**src/common/bridge_route_pkg.sv**
```systemverilog
// shared constants and types for the bridge routing block
package bridge_route_pkg;
  // config offsets of the byte-wide register port
  localparam logic [7:0] PREF_BASE_LO_OFF = 8'h24;
  localparam logic [7:0] PREF_BASE_HI_OFF = 8'h25;
  localparam logic [7:0] PREF_LIMIT_LO_OFF = 8'h26;
  localparam logic [7:0] PREF_LIMIT_HI_OFF = 8'h27;
  localparam logic [7:0] BRIDGE_CTRL_OFF = 8'h3E;
  // reset values
  localparam logic [15:0] PREF_BASE_RST = 16'hFFF0;
  localparam logic [15:0] PREF_LIMIT_RST = 16'h0000;
  localparam logic [7:0] BRIDGE_CTRL_RST = 8'h00;
  // field layout
  localparam int WIN_FIELD_LSB = 4;
  localparam logic [15:0] WIN_RO_MASK = 16'h000F;
  localparam logic [7:0] BRIDGE_CTRL_WR_MASK = 8'h2D;
  localparam int MASTER_ABORT_MODE_BIT = 5;
  localparam int VGA_FORWARD_BIT = 3;
  localparam int ISA_FILTER_BIT = 2;
  // window granularity: address bits below this are implied
  localparam int WIN_ADDR_LSB = 20;
  localparam int WIN_W = 12;
  // legacy video ranges
  localparam logic [14:0] VGA_MEM_TAG = 15'h0005;
  localparam logic [16:0] MDA_MEM_TAG = 17'h00016;
  localparam logic [9:0] VGA_IO_A_LO = 10'h3B0;
  localparam logic [9:0] VGA_IO_A_HI = 10'h3BB;
  localparam logic [9:0] MDA_EXCL_LO = 10'h3BC;
  localparam logic [9:0] MDA_EXCL_HI = 10'h3BF;
  localparam logic [9:0] VGA_IO_B_LO = 10'h3C0;
  localparam logic [9:0] VGA_IO_B_HI = 10'h3DF;
  localparam logic [31:0] ABORT_READ_DATA = 32'hFFFFFFFF;
  localparam int NUM_WIN = 2;

  typedef struct packed {
    logic valid;
    logic is_io;
    logic [31:0] addr;
  } cpu_req_t;

  typedef struct packed {
    logic valid;
    logic to_secondary;
  } route_t;

  typedef enum logic [1:0] {
    TGT_HUB = 2'b00,
    TGT_SEC_WINDOW = 2'b01,
    TGT_SEC_VGA = 2'b10
  } target_t;
endpackage : bridge_route_pkg

```
**src/logic/bridge_route.sv**
```systemverilog
// address decode and routing of the virtual bridge, with its config registers
`timescale 1ns/1ns
module bridge_route
  import bridge_route_pkg::*;
(
  // clock, reset, enable
  input wire logic clk_i,
  input wire logic sys_rst_i,
  input wire logic ce_i,
  // byte-wide configuration access
  input wire logic cfg_wr_i,
  input wire logic cfg_rd_i,
  input wire logic [7:0] cfg_addr_i,
  input wire logic [7:0] cfg_wdata_i,
  output logic [7:0] cfg_rdata_o,
  // windows and controls owned elsewhere
  input wire logic [WIN_W-1:0] nonprefetch_window_base_i,
  input wire logic [WIN_W-1:0] nonprefetch_window_limit_i,
  input wire logic [15:0] io_window_base_i,
  input wire logic [15:0] io_window_limit_i,
  input wire logic mono_adapter_routing_i,
  // cpu request and routing decision
  input wire bridge_route_pkg::cpu_req_t cpu_req_i,
  output bridge_route_pkg::route_t route_o,
  // completion of a secondary bus cycle
  input wire logic sec_done_i,
  input wire logic sec_is_read_i,
  input wire logic sec_master_abort_i,
  input wire logic [31:0] sec_rdata_i,
  output logic cmpl_valid_o,
  output logic [31:0] cmpl_rdata_o,
  output logic wr_discard_o,
  output logic abort_error_o
);
  import bridge_route_pkg::*;

  logic [15:0] pref_base_r;
  logic [15:0] pref_limit_r;
  logic [7:0] bridge_control_r;
  logic [7:0] cfg_rdata_r;
  route_t route_r;
  logic cmpl_valid_r;
  logic [31:0] cmpl_rdata_r;
  logic wr_discard_r;
  logic abort_error_r;

  // control bits
  wire logic master_abort_mode = bridge_control_r[MASTER_ABORT_MODE_BIT];
  wire logic vga_forward_enable = bridge_control_r[VGA_FORWARD_BIT];
  wire logic isa_alias_filter = bridge_control_r[ISA_FILTER_BIT];
  // reserved combination of vga clear with mono set acts as both clear
  wire logic mono_route = vga_forward_enable & mono_adapter_routing_i;

  // config write strobes
  wire logic wr_en = ce_i & cfg_wr_i;
  wire logic wr_base_lo = wr_en && (cfg_addr_i == PREF_BASE_LO_OFF);
  wire logic wr_base_hi = wr_en && (cfg_addr_i == PREF_BASE_HI_OFF);
  wire logic wr_limit_lo = wr_en && (cfg_addr_i == PREF_LIMIT_LO_OFF);
  wire logic wr_limit_hi = wr_en && (cfg_addr_i == PREF_LIMIT_HI_OFF);
  wire logic wr_bridge_control = wr_en && (cfg_addr_i == BRIDGE_CTRL_OFF);

  // next register values, window low nibbles forced to zero, bridge control masked by BRIDGE_CTRL_WR_MASK
  wire logic [15:0] base_nxt =
    {wr_base_hi ? cfg_wdata_i : pref_base_r[15:8],
     wr_base_lo ? cfg_wdata_i : pref_base_r[7:0]} & ~WIN_RO_MASK;
  wire logic [15:0] limit_nxt =
    {wr_limit_hi ? cfg_wdata_i : pref_limit_r[15:8],
     wr_limit_lo ? cfg_wdata_i : pref_limit_r[7:0]} & ~WIN_RO_MASK;
  wire logic [7:0] bridge_control_nxt = cfg_wdata_i & BRIDGE_CTRL_WR_MASK;

  // config read decode, unmapped offsets read zero
  logic [7:0] rd_sel;
  always_comb begin
    if (cfg_addr_i == PREF_BASE_LO_OFF) begin
      rd_sel = pref_base_r[7:0];
    end else if (cfg_addr_i == PREF_BASE_HI_OFF) begin
      rd_sel = pref_base_r[15:8];
    end else if (cfg_addr_i == PREF_LIMIT_LO_OFF) begin
      rd_sel = pref_limit_r[7:0];
    end else if (cfg_addr_i == PREF_LIMIT_HI_OFF) begin
      rd_sel = pref_limit_r[15:8];
    end else if (cfg_addr_i == BRIDGE_CTRL_OFF) begin
      rd_sel = bridge_control_r;
    end else begin
      rd_sel = 8'h00;
    end
  end

  // window comparators: prefetchable and non-prefetchable
  wire logic [WIN_W-1:0] win_base [NUM_WIN];
  wire logic [WIN_W-1:0] win_limit [NUM_WIN];
  wire logic [NUM_WIN-1:0] win_hit;
  assign win_base[0] = pref_base_r[15:WIN_FIELD_LSB];
  assign win_limit[0] = pref_limit_r[15:WIN_FIELD_LSB];
  assign win_base[1] = nonprefetch_window_base_i;
  assign win_limit[1] = nonprefetch_window_limit_i;

  genvar g;
  generate
    for (g = 0; g < NUM_WIN; g++) begin : g_win
      mb_window_match u_match (
        .base_i(win_base[g]),
        .limit_i(win_limit[g]),
        .addr_i(cpu_req_i.addr),
        .hit_o(win_hit[g])
      );
    end
  endgenerate

  // legacy video decode
  wire logic [31:0] a = cpu_req_i.addr;
  wire logic [9:0] a10 = a[9:0];
  wire logic vga_mem = (a[31:17] == VGA_MEM_TAG);
  wire logic mda_mem = (a[31:15] == MDA_MEM_TAG);
  wire logic vga_io = ((a10 >= VGA_IO_A_LO) && (a10 <= VGA_IO_A_HI)) ||
                      ((a10 >= VGA_IO_B_LO) && (a10 <= VGA_IO_B_HI));
  wire logic mda_excl = (a10 >= MDA_EXCL_LO) && (a10 <= MDA_EXCL_HI);
  wire logic mda_io = (a10 >= VGA_IO_A_LO) && (a10 <= MDA_EXCL_HI);

  // ordinary io window with isa alias filter
  wire logic io_in_win = (a[15:0] >= io_window_base_i) && (a[15:0] <= io_window_limit_i);
  wire logic isa_alias = isa_alias_filter && (a[9:8] != 2'b00);
  wire logic io_win_fwd = io_in_win && !isa_alias;

  // routing choice
  target_t tgt;
  always_comb begin
    tgt = TGT_HUB;
    if (cpu_req_i.is_io) begin
      if (vga_forward_enable && (mda_excl || (mono_route && mda_io))) begin
        tgt = TGT_HUB;
      end else if (vga_forward_enable && vga_io) begin
        tgt = TGT_SEC_VGA;
      end else if (io_win_fwd) begin
        tgt = TGT_SEC_WINDOW;
      end
    end else begin
      if (mono_route && mda_mem) begin
        tgt = TGT_HUB;
      end else if (vga_forward_enable && vga_mem) begin
        tgt = TGT_SEC_VGA;
      end else if (|win_hit) begin
        tgt = TGT_SEC_WINDOW;
      end
    end
  end

  // completion handling of secondary bus cycles
  wire logic aborted = sec_done_i & sec_master_abort_i;
  wire logic [31:0] cmpl_data_nxt =
    (aborted && master_abort_mode) ? ABORT_READ_DATA : sec_rdata_i;

  // registers
  always_ff @(posedge clk_i or posedge sys_rst_i) begin
    if (sys_rst_i) begin
      pref_base_r <= PREF_BASE_RST;
      pref_limit_r <= PREF_LIMIT_RST;
      bridge_control_r <= BRIDGE_CTRL_RST;
    end else if (ce_i) begin
      pref_base_r <= base_nxt;
      pref_limit_r <= limit_nxt;
      if (wr_bridge_control) begin
        bridge_control_r <= bridge_control_nxt;
      end
    end
  end

  always_ff @(posedge clk_i or posedge sys_rst_i) begin
    if (sys_rst_i) begin
      cfg_rdata_r <= 8'h00;
      route_r <= '0;
    end else if (ce_i) begin
      if (cfg_rd_i) begin
        cfg_rdata_r <= rd_sel;
      end
      route_r.valid <= cpu_req_i.valid;
      route_r.to_secondary <= cpu_req_i.valid && (tgt != TGT_HUB);
    end
  end

  always_ff @(posedge clk_i or posedge sys_rst_i) begin
    if (sys_rst_i) begin
      cmpl_valid_r <= 1'b0;
      cmpl_rdata_r <= 32'h00000000;
      wr_discard_r <= 1'b0;
      abort_error_r <= 1'b0;
    end else if (ce_i) begin
      cmpl_valid_r <= sec_done_i & sec_is_read_i;
      if (sec_done_i && sec_is_read_i) begin
        cmpl_rdata_r <= cmpl_data_nxt;
      end
      wr_discard_r <= aborted && master_abort_mode && !sec_is_read_i;
      abort_error_r <= aborted && !master_abort_mode;
    end
  end

  assign cfg_rdata_o = cfg_rdata_r;
  assign route_o = route_r;
  assign cmpl_valid_o = cmpl_valid_r;
  assign cmpl_rdata_o = cmpl_rdata_r;
  assign wr_discard_o = wr_discard_r;
  assign abort_error_o = abort_error_r;

  // checks
  a_reserved_low_zero: assert property (@(posedge clk_i) disable iff (sys_rst_i)
    (pref_base_r[3:0] == 4'h0) && (pref_limit_r[3:0] == 4'h0))
    else $error("window low nibble not zero");

  a_base_write_lands: assert property (@(posedge clk_i) disable iff (sys_rst_i)
    (ce_i && wr_base_hi) |=> (pref_base_r[15:8] == $past(cfg_wdata_i)))
    else $error("base high byte write lost");

  a_pref_hit_route: assert property (@(posedge clk_i) disable iff (sys_rst_i)
    (ce_i && cpu_req_i.valid && !cpu_req_i.is_io &&
     (a[31:20] >= pref_base_r[15:4]) && (a[31:20] <= pref_limit_r[15:4]) &&
     !(mono_route && mda_mem)) |=> route_o.to_secondary)
    else $error("prefetch window hit not forwarded");

  a_empty_window: assert property (@(posedge clk_i) disable iff (sys_rst_i)
    (pref_base_r[15:4] > pref_limit_r[15:4]) |-> !win_hit[0])
    else $error("inverted window produced a hit");

  a_abort_ones: assert property (@(posedge clk_i) disable iff (sys_rst_i)
    (ce_i && aborted && sec_is_read_i && master_abort_mode) |=>
    (cmpl_valid_o && cmpl_rdata_o == ABORT_READ_DATA))
    else $error("aborted read did not return all ones");

  a_abort_drop: assert property (@(posedge clk_i) disable iff (sys_rst_i)
    (ce_i && aborted && !sec_is_read_i && master_abort_mode) |=> wr_discard_o && !abort_error_o)
    else $error("aborted write not discarded");

  a_vga_mem_fwd: assert property (@(posedge clk_i) disable iff (sys_rst_i)
    (ce_i && cpu_req_i.valid && !cpu_req_i.is_io && vga_forward_enable && vga_mem &&
     !(mono_route && mda_mem)) |=> route_o.to_secondary)
    else $error("vga memory not forwarded");

  a_vga_io_fwd: assert property (@(posedge clk_i) disable iff (sys_rst_i)
    (ce_i && cpu_req_i.valid && cpu_req_i.is_io && vga_forward_enable && vga_io &&
     !mono_route) |=> route_o.to_secondary)
    else $error("vga io not forwarded");

  a_mda_excl_hub: assert property (@(posedge clk_i) disable iff (sys_rst_i)
    (ce_i && cpu_req_i.valid && cpu_req_i.is_io && vga_forward_enable && mda_excl) |=>
    route_o.valid && !route_o.to_secondary)
    else $error("mono exclusive io left the hub");

  a_isa_alias_hub: assert property (@(posedge clk_i) disable iff (sys_rst_i)
    (ce_i && cpu_req_i.valid && cpu_req_i.is_io && !vga_forward_enable &&
     isa_alias_filter && a[9:8] != 2'b00) |=> !route_o.to_secondary)
    else $error("isa alias forwarded to secondary");

  a_no_vga_hub: assert property (@(posedge clk_i) disable iff (sys_rst_i)
    (ce_i && cpu_req_i.valid && !cpu_req_i.is_io && !vga_forward_enable && vga_mem &&
     win_hit == '0) |=> !route_o.to_secondary)
    else $error("legacy memory forwarded without vga");
endmodule : bridge_route

```
**src/logic/mb_window_match.sv**
```systemverilog
// 1 MB granular base/limit window comparator
`timescale 1ns/1ns
module mb_window_match
  import bridge_route_pkg::*;
(
  // window bounds in address bits 31:20
  input wire logic [WIN_W-1:0] base_i,
  input wire logic [WIN_W-1:0] limit_i,
  // address under test
  input wire logic [31:0] addr_i,
  // result
  output logic hit_o
);
  // low bits of base read as zeros, of limit as ones
  wire logic [31:0] lo_bound = {base_i, {WIN_ADDR_LSB{1'b0}}};
  wire logic [31:0] hi_bound = {limit_i, {WIN_ADDR_LSB{1'b1}}};
  // inclusive at both ends; base above limit never hits
  assign hit_o = (addr_i >= lo_bound) && (addr_i <= hi_bound);
endmodule : mb_window_match

```
**config.mk**
```make
export PLATFORM = sky130hd
export DESIGN_NAME = bridge_route
export DESIGN_NICKNAME = d
export VERILOG_FILES = /design/src/common/bridge_route_pkg.sv /design/src/logic/bridge_route.sv /design/src/logic/mb_window_match.sv
export SDC_FILE = /design/constraint.sdc
export NUM_CORES = 1
export LEC_CHECK = 0
export BUFFER_PORTS_ARGS = -buffer_cell sky130_fd_sc_hd__buf_2
export CAP_MARGIN = 20
export CORE_MARGIN = 8
export CORE_UTILIZATION = 54
export DETAILED_ROUTE_END_ITERATION = 16
export PLACE_DENSITY = 0.87
export SLEW_MARGIN = 25
export SYNTH_ARGS = -nofsm -noshare
export SYNTH_HDL_FRONTEND = slang
export SYNTH_SLANG_ARGS = --single-unit
```
**constraint.sdc**
```tcl
create_clock -name clk_i -period 5.34 [get_ports clk_i]
set_input_delay 1.602 -clock clk_i [delete_from_list [all_inputs] [get_ports clk_i]]
set_output_delay 1.602 -clock clk_i [all_outputs]
set_load 0.03 [all_outputs]
```
==> results of run 1 <==
sequential cells by signal, indices dropped and copies added (netlist names):
signal and cells:
cmpl_valid_o 1, wr_discard_o 1, pref_base_r 12, bridge_control_r 4, cfg_rdata_o 8, cmpl_rdata_o 32, abort_error_o 1, route_o 2
pref_limit_r 12
placed cells by master, fill, tap and decap left out, drive strengths merged, types with 3 or more instances in the layout:
cell,count
nand2,44
clkinv,4
ha,80
clkbuf,9
nor3,5
dfstp,12
nor4,8
mux4,3
inv,84
o31ai,4
or3,3
a21o,17
nand3,14
dfrtp,61
o21ai,34
and4,3
nand4,21
buf,193
a21oi,30
mux2i,3
o22a,32
nor2,8
o211ai,3
nor2b,3
mux2,13
a211oi,4
cell families after synthesis:
| kind of cell | after synthesis |
|---|---|
| AOI/OAI and AO/OA | 140 |
| muxes | 19 |
| and+or+nand+nor | 123 |
| adders and majority gates | 80 |
| DFF | 73 |
| buffers and inverters | 97 |
power groups by stage:
stage	Combinational, W	Clock (W)	Sequential, W
floorplan	0.000175	0	0.000732
global placement	0.000421	0	0.000641
detailed placement	0.000438	0	0.000645
CTS	0.000441	0.000466	0.000635
global route	0.000477	0.000487	0.000641
finish	0.000439	0.000457	0.000635
final timing paths:
path	slack, ns	endpoint	from
worst max register to register	3.10	route_o[0]	pref_base_r[5]
worst min-delay path	0.48	cfg_rdata_o[0]	cfg_rdata_o[0]
max in group asynchronous	2.97	pref_base_r[9]	sys_rst_i
worst max-delay path	1.97	pref_limit_r[9]	cfg_addr_i[6]
worst min register to register	0.48	cfg_rdata_o[0]	cfg_rdata_o[0]
min in group asynchronous	1.40	cmpl_rdata_o[26]	sys_rst_i
per-layer routing:
metal / vias up / track usage (%) / routed length, um
met4: 0 / 9.680 / 469
met2: 168 / 45.44 / 8655
met3: 40 / 5.644 / 857
met1: 2370 / 25.41 / 5594
met5: - / 0 / 0
li1: 2315 / - / -
layout make-up:
cell class / count / area, um^2
timing repair buffer: 193 / 970.9
clock buffer: 9 / 123.9
multi-input combinational: 362 / 2882
inverter: 84 / 315.3
tap: 111 / 138.9
sequential: 73 / 1842
clock inverter: 6 / 83.83
fill: 719 / 2840
worst max-delay path, cell delays in order:
cell and delay, ns:
buf_2 0.09, nand4bb_1 0.27, nor3_2 0.48, nand2_1 0.24, nor2_1 0.69, o21ai_0 0.19
metrics by stage:
stage | power (W) | hold WS [ns]
after floorplan | 0.0009070 | 0.4806
after global placement | 0.001062 | 0.4605
after detailed placement | 0.001083 | 0.4681
after CTS | 0.001543 | 0.4921
after global routing | 0.001605 | 0.5094
final | 0.001532 | 0.4787
==> results.py, run 1 <==
metrics = {
    "global_route": {
        "grt_pass1_vias": 5231,
        "grt_max_degree": 40,
        "grt_util_all_layers_pct": 24.22,
        "antenna_found_initial": 0,
        "grt-ovfl-total": 0,
        "grt_pass1_wl_um": 25030,
    },
    "sta": {
        "max_freq_mhz": 296.5,
        "worstMarginPinSlew_ns": 0.8177,
        "finalSetupViolations": 0,
        "fin_crit_sh_pct": 63.16,
        "fin_skew_ns": 0.009647,
        "finalCriticalPeriod_ns": 3.373,
        "slew_violations": 0,
        "relSlewSlack_pct": 45.28,
        "rsz0062_at_grt": "false",
        "finalHoldViolCount": 0,
        "fin_ws_ns": 1.967,
        "tns_ns": 0,
    },
    "power_and_ir_drop": {
        "p_leak_nw": 3.387,
        "ir_worst_vdd_mv": 0.1983,
        "combPwrFrac_pct": 28.6,
        "total_switching_power_w": 0.0004905,
        "pwr-share-seq_pct": 41.5,
        "switching_share_pct": 32.02,
        "power.clock.fraction_pct": 29.9,
        "p_int_w": 0.001041,
        "power_density_nw_per_um2": 240.9,
    },
    "detailed_routing": {
        "drt_iter0_drc": 375,
        "first_pass_iters": 4,
        "drc": 0,
        "avgRoutedWirePerCell_um": 18.59,
        "routed_wl_um": 15580,
        "via_count": 4893,
        "drtAntennaViolNets": 0,
        "vias_per_cell": 5.839,
    },
    "floorplanning": {
        "die_w_um": 113.1,
        "start_util_pct": 55.33,
        "std_cell_rows": 35,
        "die_area_um2": 12790,
        "io_pins": 192,
        "die_h_um": 113.1,
        "fp.coreArea_um2": 9196,
    },
    "setup_path": {
        "cp.arrival_ns": 3.57,
        "crit_fanout": 16,
        "required_ns": 5.53,
        "reg2reg_depth": 9,
        "critPathKind": "input pin to flip-flop",
        "cp-start-kind": "input pin",
        "cp-end-kind": "flip-flop",
    },
    "synth": {
        "synth_top_family_by_area": "adder cells",
        "synth-simple-area-share_pct": 13.01,
        "synth_flop_cell": "dfrtp_1",
        "yosys_register_bits": 73,
        "synth_common_cells": "inv_1, ha_1, dfrtp_1",
        "synthCells": 532,
        "synthArstFlopShare_pct": 100.0,
        "synth-xor-area-share_pct": 0,
        "synth_cell_types": 57,
        "synth_edf_count": 0,
        "synth_compound_area_share_pct": 19.10,
        "synth_fp_nets": 759,
        "yosys.area_share.adder_pct": 19.67,
        "yosysTopAreaCell": "dfrtp_1",
        "syn_avg_cell_area_um2": 9.565,
        "synth.mux.area_fraction_pct": 4.795,
        "yosys_warnings": 0,
        "synth_top_area_share_pct": 30.00,
        "netlist_top_cells_area": "dfrtp_1, ha_1, dfstp_2",
        "synth_most_common_cell": "inv_1",
        "yosysSeqAreaShare_pct": 36.19,
        "syn_area_um2": 5089,
    },
    "final_layout": {
        "final_area_um2": 6356,
        "utilization_pct": 69.12,
        "antenna_cells": 0,
        "area_delta_synth_final_pct": 24.91,
        "nets": 950,
        "fin_cells": 838,
        "drive_gt1_share_pct": 33.98,
    },
    "cts": {
        "h-tree-depth": 3,
        "cts.reportedPaths.clkPinSlew_ns": 0.08,
        "clockRootBuffer": "clkbuf_8",
        "cts_tree": "yes",
        "clockBufferDepth": 2,
        "cts_setup_buffers": 0,
        "cts-resized-gates": 0,
        "clkSinkCount": 73,
        "ctsHoldBuffers": 0,
        "worstSkewPairLatency_ns": 0.35,
        "cts_buffers": 9,
    },
    "min_path": {
        "holdPathStages": 2,
        "worst_hold_path_type": "flip-flop to flip-flop",
    },
    "placed_design": {
        "io_buffers": 191,
        "hpwl_um": 12770,
        "place.gp.congestion": 0.8929,
        "dpl_cell_area_um2": 6146,
        "place_inst": 823,
        "pre_cts_ws_ns": 1.732,
    },
    "job": {
        "maxCapViolations": 0,
    },
    "run_status": {
        "outcome": "finished clean",
    },
}
(Power assumes the default switching activity.)
==> run 2: changes to the inputs <==
--- a/config.mk
+++ b/config.mk
@@ -5,12 +5,13 @@
 export SDC_FILE = /design/constraint.sdc
 export NUM_CORES = 1
 export LEC_CHECK = 0
+export ABC_AREA = 1
 export BUFFER_PORTS_ARGS = -buffer_cell sky130_fd_sc_hd__buf_2
 export CAP_MARGIN = 20
 export CORE_MARGIN = 8
-export CORE_UTILIZATION = 54
+export CORE_UTILIZATION = 46
 export DETAILED_ROUTE_END_ITERATION = 16
-export PLACE_DENSITY = 0.87
+export PLACE_DENSITY = 0.77
 export SLEW_MARGIN = 25
 export SYNTH_ARGS = -nofsm -noshare
 export SYNTH_HDL_FRONTEND = slang
==> constraint.sdc (replaced) <==
create_clock -name clk_i -period 3.1 [get_ports clk_i]
set_input_delay 0.93 -clock clk_i [delete_from_list [all_inputs] [get_ports clk_i]]
set_output_delay 0.93 -clock clk_i [all_outputs]
set_load 0.03 [all_outputs]
==> results.py, run 2 <==
metrics = {
    "detailed_routing": {
        "wl_met3_um": 1231,
        "drt-met1-wl_um": 6630,
        "routed_wl_um": 15310,
        "vias_per_cell": 4.869,
        "first_pass_iters": 5,
        "wl_met2_um": 7197,
        "top_layer": "met5",
        "drc": 0,
        "via_count": 5405,
        "avgRoutedWirePerCell_um": 13.79,
        "drt_iter0_drc": 196,
        "drtAntennaViolNets": 0,
    },
    "sta": {
        "finalHoldViolCount": 0,
        "slew_violations": 0,
        "whs_ns": 0.4733,
        "tns_ns": 0,
        "fin_skew_ns": 0.009370,
        "rsz0062_at_grt": "false",
        "max_freq_mhz": 468.6,
        "worstMarginPinSlew_ns": 0.7508,
        "finalSetupViolations": 0,
        "relSlewSlack_pct": 49.89,
        "fin_crit_sh_pct": 68.83,
        "finalCriticalPeriod_ns": 2.134,
    },
    "placed_design": {
        "hpwl_um": 12840,
        "io_buffers": 191,
        "place.gp.congestion": 0.8860,
    },
    "min_path": {
        "worst_hold_path_type": "flip-flop to flip-flop",
    },
    "cts": {
        "clkSinkCount": 73,
        "cts.reportedPaths.clkPinSlew_ns": 0.06,
        "ctsHoldBuffers": 0,
        "cts_tree": "yes",
        "cts_setup_buffers": 0,
        "worstSkewPairLatency_ns": 0.33,
        "cts_buffers": 9,
        "clockRootBuffer": "clkbuf_16",
        "cts-resized-gates": 0,
        "h-tree-depth": 3,
        "clockBufferDepth": 2,
    },
    "power_and_ir_drop": {
        "power_density_nw_per_um2": 406.8,
        "ir_worst_vdd_mv": 0.3177,
        "p_total_w": 0.002837,
        "p_leak_nw": 3.962,
    },
    "synth": {
        "netlist_top_cells_area": "dfrtp_1, ha_1, nand2_1",
        "synth_cell_types": 38,
        "yosys_register_bits": 73,
        "synth_common_cells": "nand2_1, inv_1, ha_1",
        "yosysTopAreaCell": "dfrtp_1",
        "synthCells": 765,
        "synth-xor-area-share_pct": 0,
        "syn_avg_cell_area_um2": 7.254,
        "synth_fp_nets": 992,
        "yosysSeqAreaShare_pct": 33.19,
        "synthArstFlopShare_pct": 100.0,
        "syn_area_um2": 5549,
        "synth.mux.area_fraction_pct": 0,
        "synth_top_family_by_area": "simple AND/OR/NAND/NOR gates",
        "synth-simple-area-share_pct": 25.16,
        "synth_edf_count": 0,
        "yosys_warnings": 0,
        "synth_flop_cell": "dfrtp_1",
        "synth_most_common_cell": "nand2_1",
        "synth_compound_area_share_pct": 13.46,
        "yosys.area_share.adder_pct": 18.04,
        "synth_top_area_share_pct": 27.51,
    },
    "setup_path": {
        "cp-start-kind": "input pin",
        "cp-end-kind": "flip-flop",
        "cp.arrival_ns": 2.40,
        "crit_fanout": 6,
        "required_ns": 3.37,
        "critPathKind": "input pin to flip-flop",
    },
    "final_layout": {
        "antenna_cells": 0,
        "layout_commonest_cell": "nand2_1",
        "area_delta_synth_final_pct": 25.66,
        "drive_gt1_share_pct": 25.44,
        "largest_reg_flops": 32,
        "nets": 1185,
        "layout_common_cells": "nand2_1, buf_2, inv_1",
    },
    "floorplanning": {
        "fp.coreArea_um2": 11910,
        "start_util_pct": 46.59,
        "die_h_um": 125.8,
        "die_area_um2": 15830,
        "io_pins": 192,
        "die_w_um": 125.8,
        "std_cell_rows": 40,
    },
    "global_route": {
        "grt_pass1_vias": 5444,
        "antenna_found_initial": 1,
        "grt_pass1_wl_um": 25670,
        "grt-ovfl-total": 0,
        "grt_util_all_layers_pct": 19.48,
        "grt_max_degree": 74,
    },
    "run_status": {
        "outcome": "finished clean",
    },
    "job": {
        "maxCapViolations": 0,
    },
}
==> run 2: changes by cell type in the layout (fill, tap and decap cells not counted), sizes merged, moves of 13 or more <==
cell / change
mux2: -13
o22a: -32
a21o: -17
nor2: +43
inv: +53
nand2: +187
o21ai: +47
nand4: -14
==> run 2: per-stage QoR <==
stage	cells	cell area, um^2	utilization (%)	setup WS, ns
after floorplan	765	5549	-	0.3366
after global placement	1094	6670	56.00	0.6780
after detailed placement	1094	6670	56.00	0.6140
after CTS	1110	6973	58.54	0.9591
after global routing	1110	6973	58.54	0.6848
final	1110	6973	58.54	0.9662
==> run 2: critical path, stage by stage <==
cell and delay, ns:
buf_2 0.15, ha_1 0.30, nand2_1 0.07, nor2_1 0.13, inv_1 0.05, nor2_1 0.12
inv_1 0.06, nor2_1 0.08, nand2_1 0.05, nand2_1 0.07, nand2_1 0.05, nand3_1 0.09
nand2_1 0.06, nand2_1 0.06, nand3_1 0.07, nand2_1 0.05
==> run 2: final cells by class <==
cell class	instances	area, um^2
Tap cell	147	183.9
Clock inverter	7	77.57
Sequential cell	73	1842
Inverter	135	509.2
Timing Repair Buffer	194	991.0
Fill cell	1145	4938
Multi-Input combinational cell	545	3144
Clock buffer	9	225.2
==> run 2: kinds of logic (layout without fill, tap and decap cells) <==
group | count (synthesis) | in the layout
buf+inv | 147 | 345
flops | 73 | 73
simple gates | 330 | 330
fa+ha+maj | 80 | 80
compound gates | 135 | 135
==> run 2: layer usage <==
metal / up-vias / track usage (%)
met3: 18 / 5.738
li1: 2832 / -
met5: - / 0
met4: 2 / 5.874
met1: 2387 / 23.52
met2: 166 / 32.87
==> run 2: power by group <==
part	total [W]	switching, W	internal, W
sequential	0.00109	0.0000484	0.00104
combinational	0.000718	0.000456	0.000263
clock	0.00103	0.000401	0.000629
total	0.00284	0.000905	0.00193
==> run 2: worst paths after layout <==
| kind | startpoint | end | slack, ns | depth (start not counted) |
|---|---|---|---|---|
| setup / recovery | cpu_req_i[31] | route_o[0] | 0.97 | 16 |
| hold / removal | cmpl_rdata_o[19] | cmpl_rdata_o[19] | 0.47 | 2 |
| max in group asynchronous | sys_rst_i | pref_base_r[13] | 2.09 | 3 |
| min in group asynchronous | sys_rst_i | cmpl_rdata_o[30] | 0.68 | 3 |
| setup reg to reg | pref_base_r[5] | route_o[0] | 1.22 | 14 |
| hold reg to reg | cmpl_rdata_o[19] | cmpl_rdata_o[19] | 0.47 | 2 |
==> run 3: changes to the inputs <==
==> constraint.sdc (replaced) <==
create_clock -name clk_i -period 1.88 [get_ports clk_i]
set_input_delay 0.564 -clock clk_i [delete_from_list [all_inputs] [get_ports clk_i]]
set_output_delay 0.564 -clock clk_i [all_outputs]
set_load 0.03 [all_outputs]
==> results.py, run 3 (same netlist as run 2, synthesis figures left out) <==
metrics = {
    "final_layout": {
        "nets": 1215,
        "utilization_pct": 61.29,
        "largest_reg_flops": 32,
        "layout_common_cells": "nand2_1, buf_2, inv_1",
        "area_delta_synth_final_pct": 31.57,
        "drive_gt1_share_pct": 28.50,
        "final.fill_count": 1107,
        "layout_commonest_cell": "nand2_1",
        "antenna_cells": 0,
    },
    "setup_path": {
        "r2r_slack_ns": 0.06,
        "cp.arrival_ns": 2.03,
        "r2r-start": "pref_base_r[13]",
        "r2r_end": "route_o[0]",
        "max_stage_delay_ns": 0.54,
        "critPathKind": "flip-flop to flip-flop",
        "crit_fanout": 3,
        "cp-start-kind": "flip-flop",
        "reg2reg_depth": 12,
        "critical_path_depth": 12,
        "path_common_cell": "nand2_1",
        "cp_top_family": "simple AND/OR/NAND/NOR gates",
        "path_cells": "inv_1, ha_1, a21oi_1, o21ai_0, nor2_1, nand3_1, nand2_1, nand3_2, nand2_1, nand2_1, nand3_1, nand2_1",
        "required_ns": 2.09,
        "critPathBufInv": 1,
        "cp-end-kind": "flip-flop",
        "slowest_stage": "dfstp_2",
    },
    "global_route": {
        "antenna_found_initial": 2,
        "grt_busiest_layer": "met2",
        "grt_use_met1_pct": 22.79,
        "grt_pass1_vias": 5640,
        "grt_pass1_wl_um": 26240,
        "global_route.usage.met2_pct": 34.11,
        "grt_util_all_layers_pct": 19.73,
        "grt_max_degree": 38,
        "grt-ovfl-total": 0,
        "met3_usage_pct": 6.920,
    },
    "power_and_ir_drop": {
        "p_leak_nw": 4.131,
        "ir_worst_vdd_mv": 0.5140,
        "power_density_nw_per_um2": 681.7,
    },
    "cts": {
        "ctsHoldBuffers": 0,
        "clkSinkCount": 73,
        "worstSkewPairLatency_ns": 0.32,
        "cts_buffers": 9,
        "clockBufferDepth": 2,
        "clockRootBuffer": "clkbuf_16",
        "cts_tree": "yes",
        "h-tree-depth": 3,
        "cts.reportedPaths.clkPinSlew_ns": 0.06,
    },
    "sta": {
        "tns_ns": 0,
        "slew_violations": 0,
        "max_freq_mhz": 548.6,
        "rsz0062_at_grt": "true",
        "finalSetupViolations": 0,
        "fin_skew_ns": 0.007481,
        "fin_crit_sh_pct": 96.96,
        "fin_ws_ns": 0.05719,
        "finalHoldViolCount": 0,
        "finalCriticalPeriod_ns": 1.823,
        "relSlewSlack_pct": 69.65,
        "whs_ns": 0.3669,
        "worstMarginPinSlew_ns": 0.4519,
    },
    "detailed_routing": {
        "avgRoutedWirePerCell_um": 13.76,
        "drc": 0,
        "routed_wl_um": 15690,
        "drt_iter0_drc": 210,
        "via_count": 5541,
        "first_pass_iters": 7,
        "drtAntennaViolNets": 0,
        "vias_per_cell": 4.861,
    },
    "floorplanning": {
        "fp.coreArea_um2": 11910,
        "die_area_um2": 15830,
        "die_w_um": 125.8,
        "start_util_pct": 46.59,
        "die_h_um": 125.8,
        "io_pins": 192,
        "std_cell_rows": 40,
    },
    "placed_design": {
        "hpwl_um": 13090,
        "place.gp.congestion": 0.8939,
        "io_buffers": 191,
        "pre_cts_ws_ns": -0.2868,
    },
    "run_status": {
        "outcome": "finished clean",
    },
    "min_path": {
        "worst_hold_path_type": "input pin to asynchronous set/reset pin",
    },
    "job": {
        "maxCapViolations": 0,
    },
}
[run 3: layout make-up]
type / count / area, um^2 / share of cell area, %
clock buffers: 10 / 229.0 / 3.136
clock inverters: 6 / 115.1 / 1.577
inverters: 135 / 513.0 / 7.027
multi-input cells: 545 / 3202 / 43.86
flip-flops and latches: 73 / 1842 / 25.23
well taps: 147 / 183.9 / 2.519
repair buffers: 224 / 1216 / 16.66
[run 3: power by group]
part | total [W] | switching [W] | internal (W)
combinational | 0.00124 | 0.000767 | 0.000469
clock | 0.00195 | 0.000646 | 0.00130
sequential | 0.00179 | 0.0000776 | 0.00171
total | 0.00498 | 0.00149 | 0.00349
[run 3: routing by layer]
layer	share of wire, %	wire length (um)
met1	42	6622
met2	47	7441
met3	8.8	1375
met4	1.4	225
met5	0.15	23
[run 3: how the worst max path moves through the flow]
| stage | end | startpoint | slack [ns] |
|---|---|---|---|
| after floorplan | route_o[0] | nonprefetch_window_limit_i[11] | 0.1 |
| after global placement | route_o[0] | cpu_req_i[31] | -0.19 |
| after detailed placement | route_o[0] | cpu_req_i[31] | -0.29 |
| after CTS | route_o[0] | pref_base_r[11] | 0.009 |
| after global routing | route_o[0] | pref_base_r[11] | -0.14 |
| final | route_o[0] | pref_base_r[13] | 0.06 |
[run 3: what timing repair did]
item / 4_1_cts / 5_1_grt
endpoints found under the setup margin: 1 / 1
resized for setup: 0 / 9
pin swaps: 1 / 6
setup buffers: 0 / 2
[run 3: worst register-to-register path, stage by stage (launching register included)]
cell and delay [ns]:
dfstp_2 0.54, inv_1 0.05, ha_1 0.30, a21oi_1 0.16, o21ai_0 0.08, nor2_1 0.11
nand3_1 0.08, nand2_1 0.09, nand3_2 0.07, nand2_1 0.06, nand2_1 0.06, nand3_1 0.06
nand2_1 0.05
[run 3: per-stage QoR]
| stage | instances | cell area [um^2] | power (W) |
|---|---|---|---|
| after floorplan | 765 | 5553 | 0.002550 |
| after global placement | 1122 | 6884 | 0.003021 |
| after detailed placement | 1122 | 6884 | 0.003046 |
| after CTS | 1138 | 7228 | 0.005010 |
| after global routing | 1140 | 7301 | 0.005259 |
| final | 1140 | 7301 | 0.004977 |
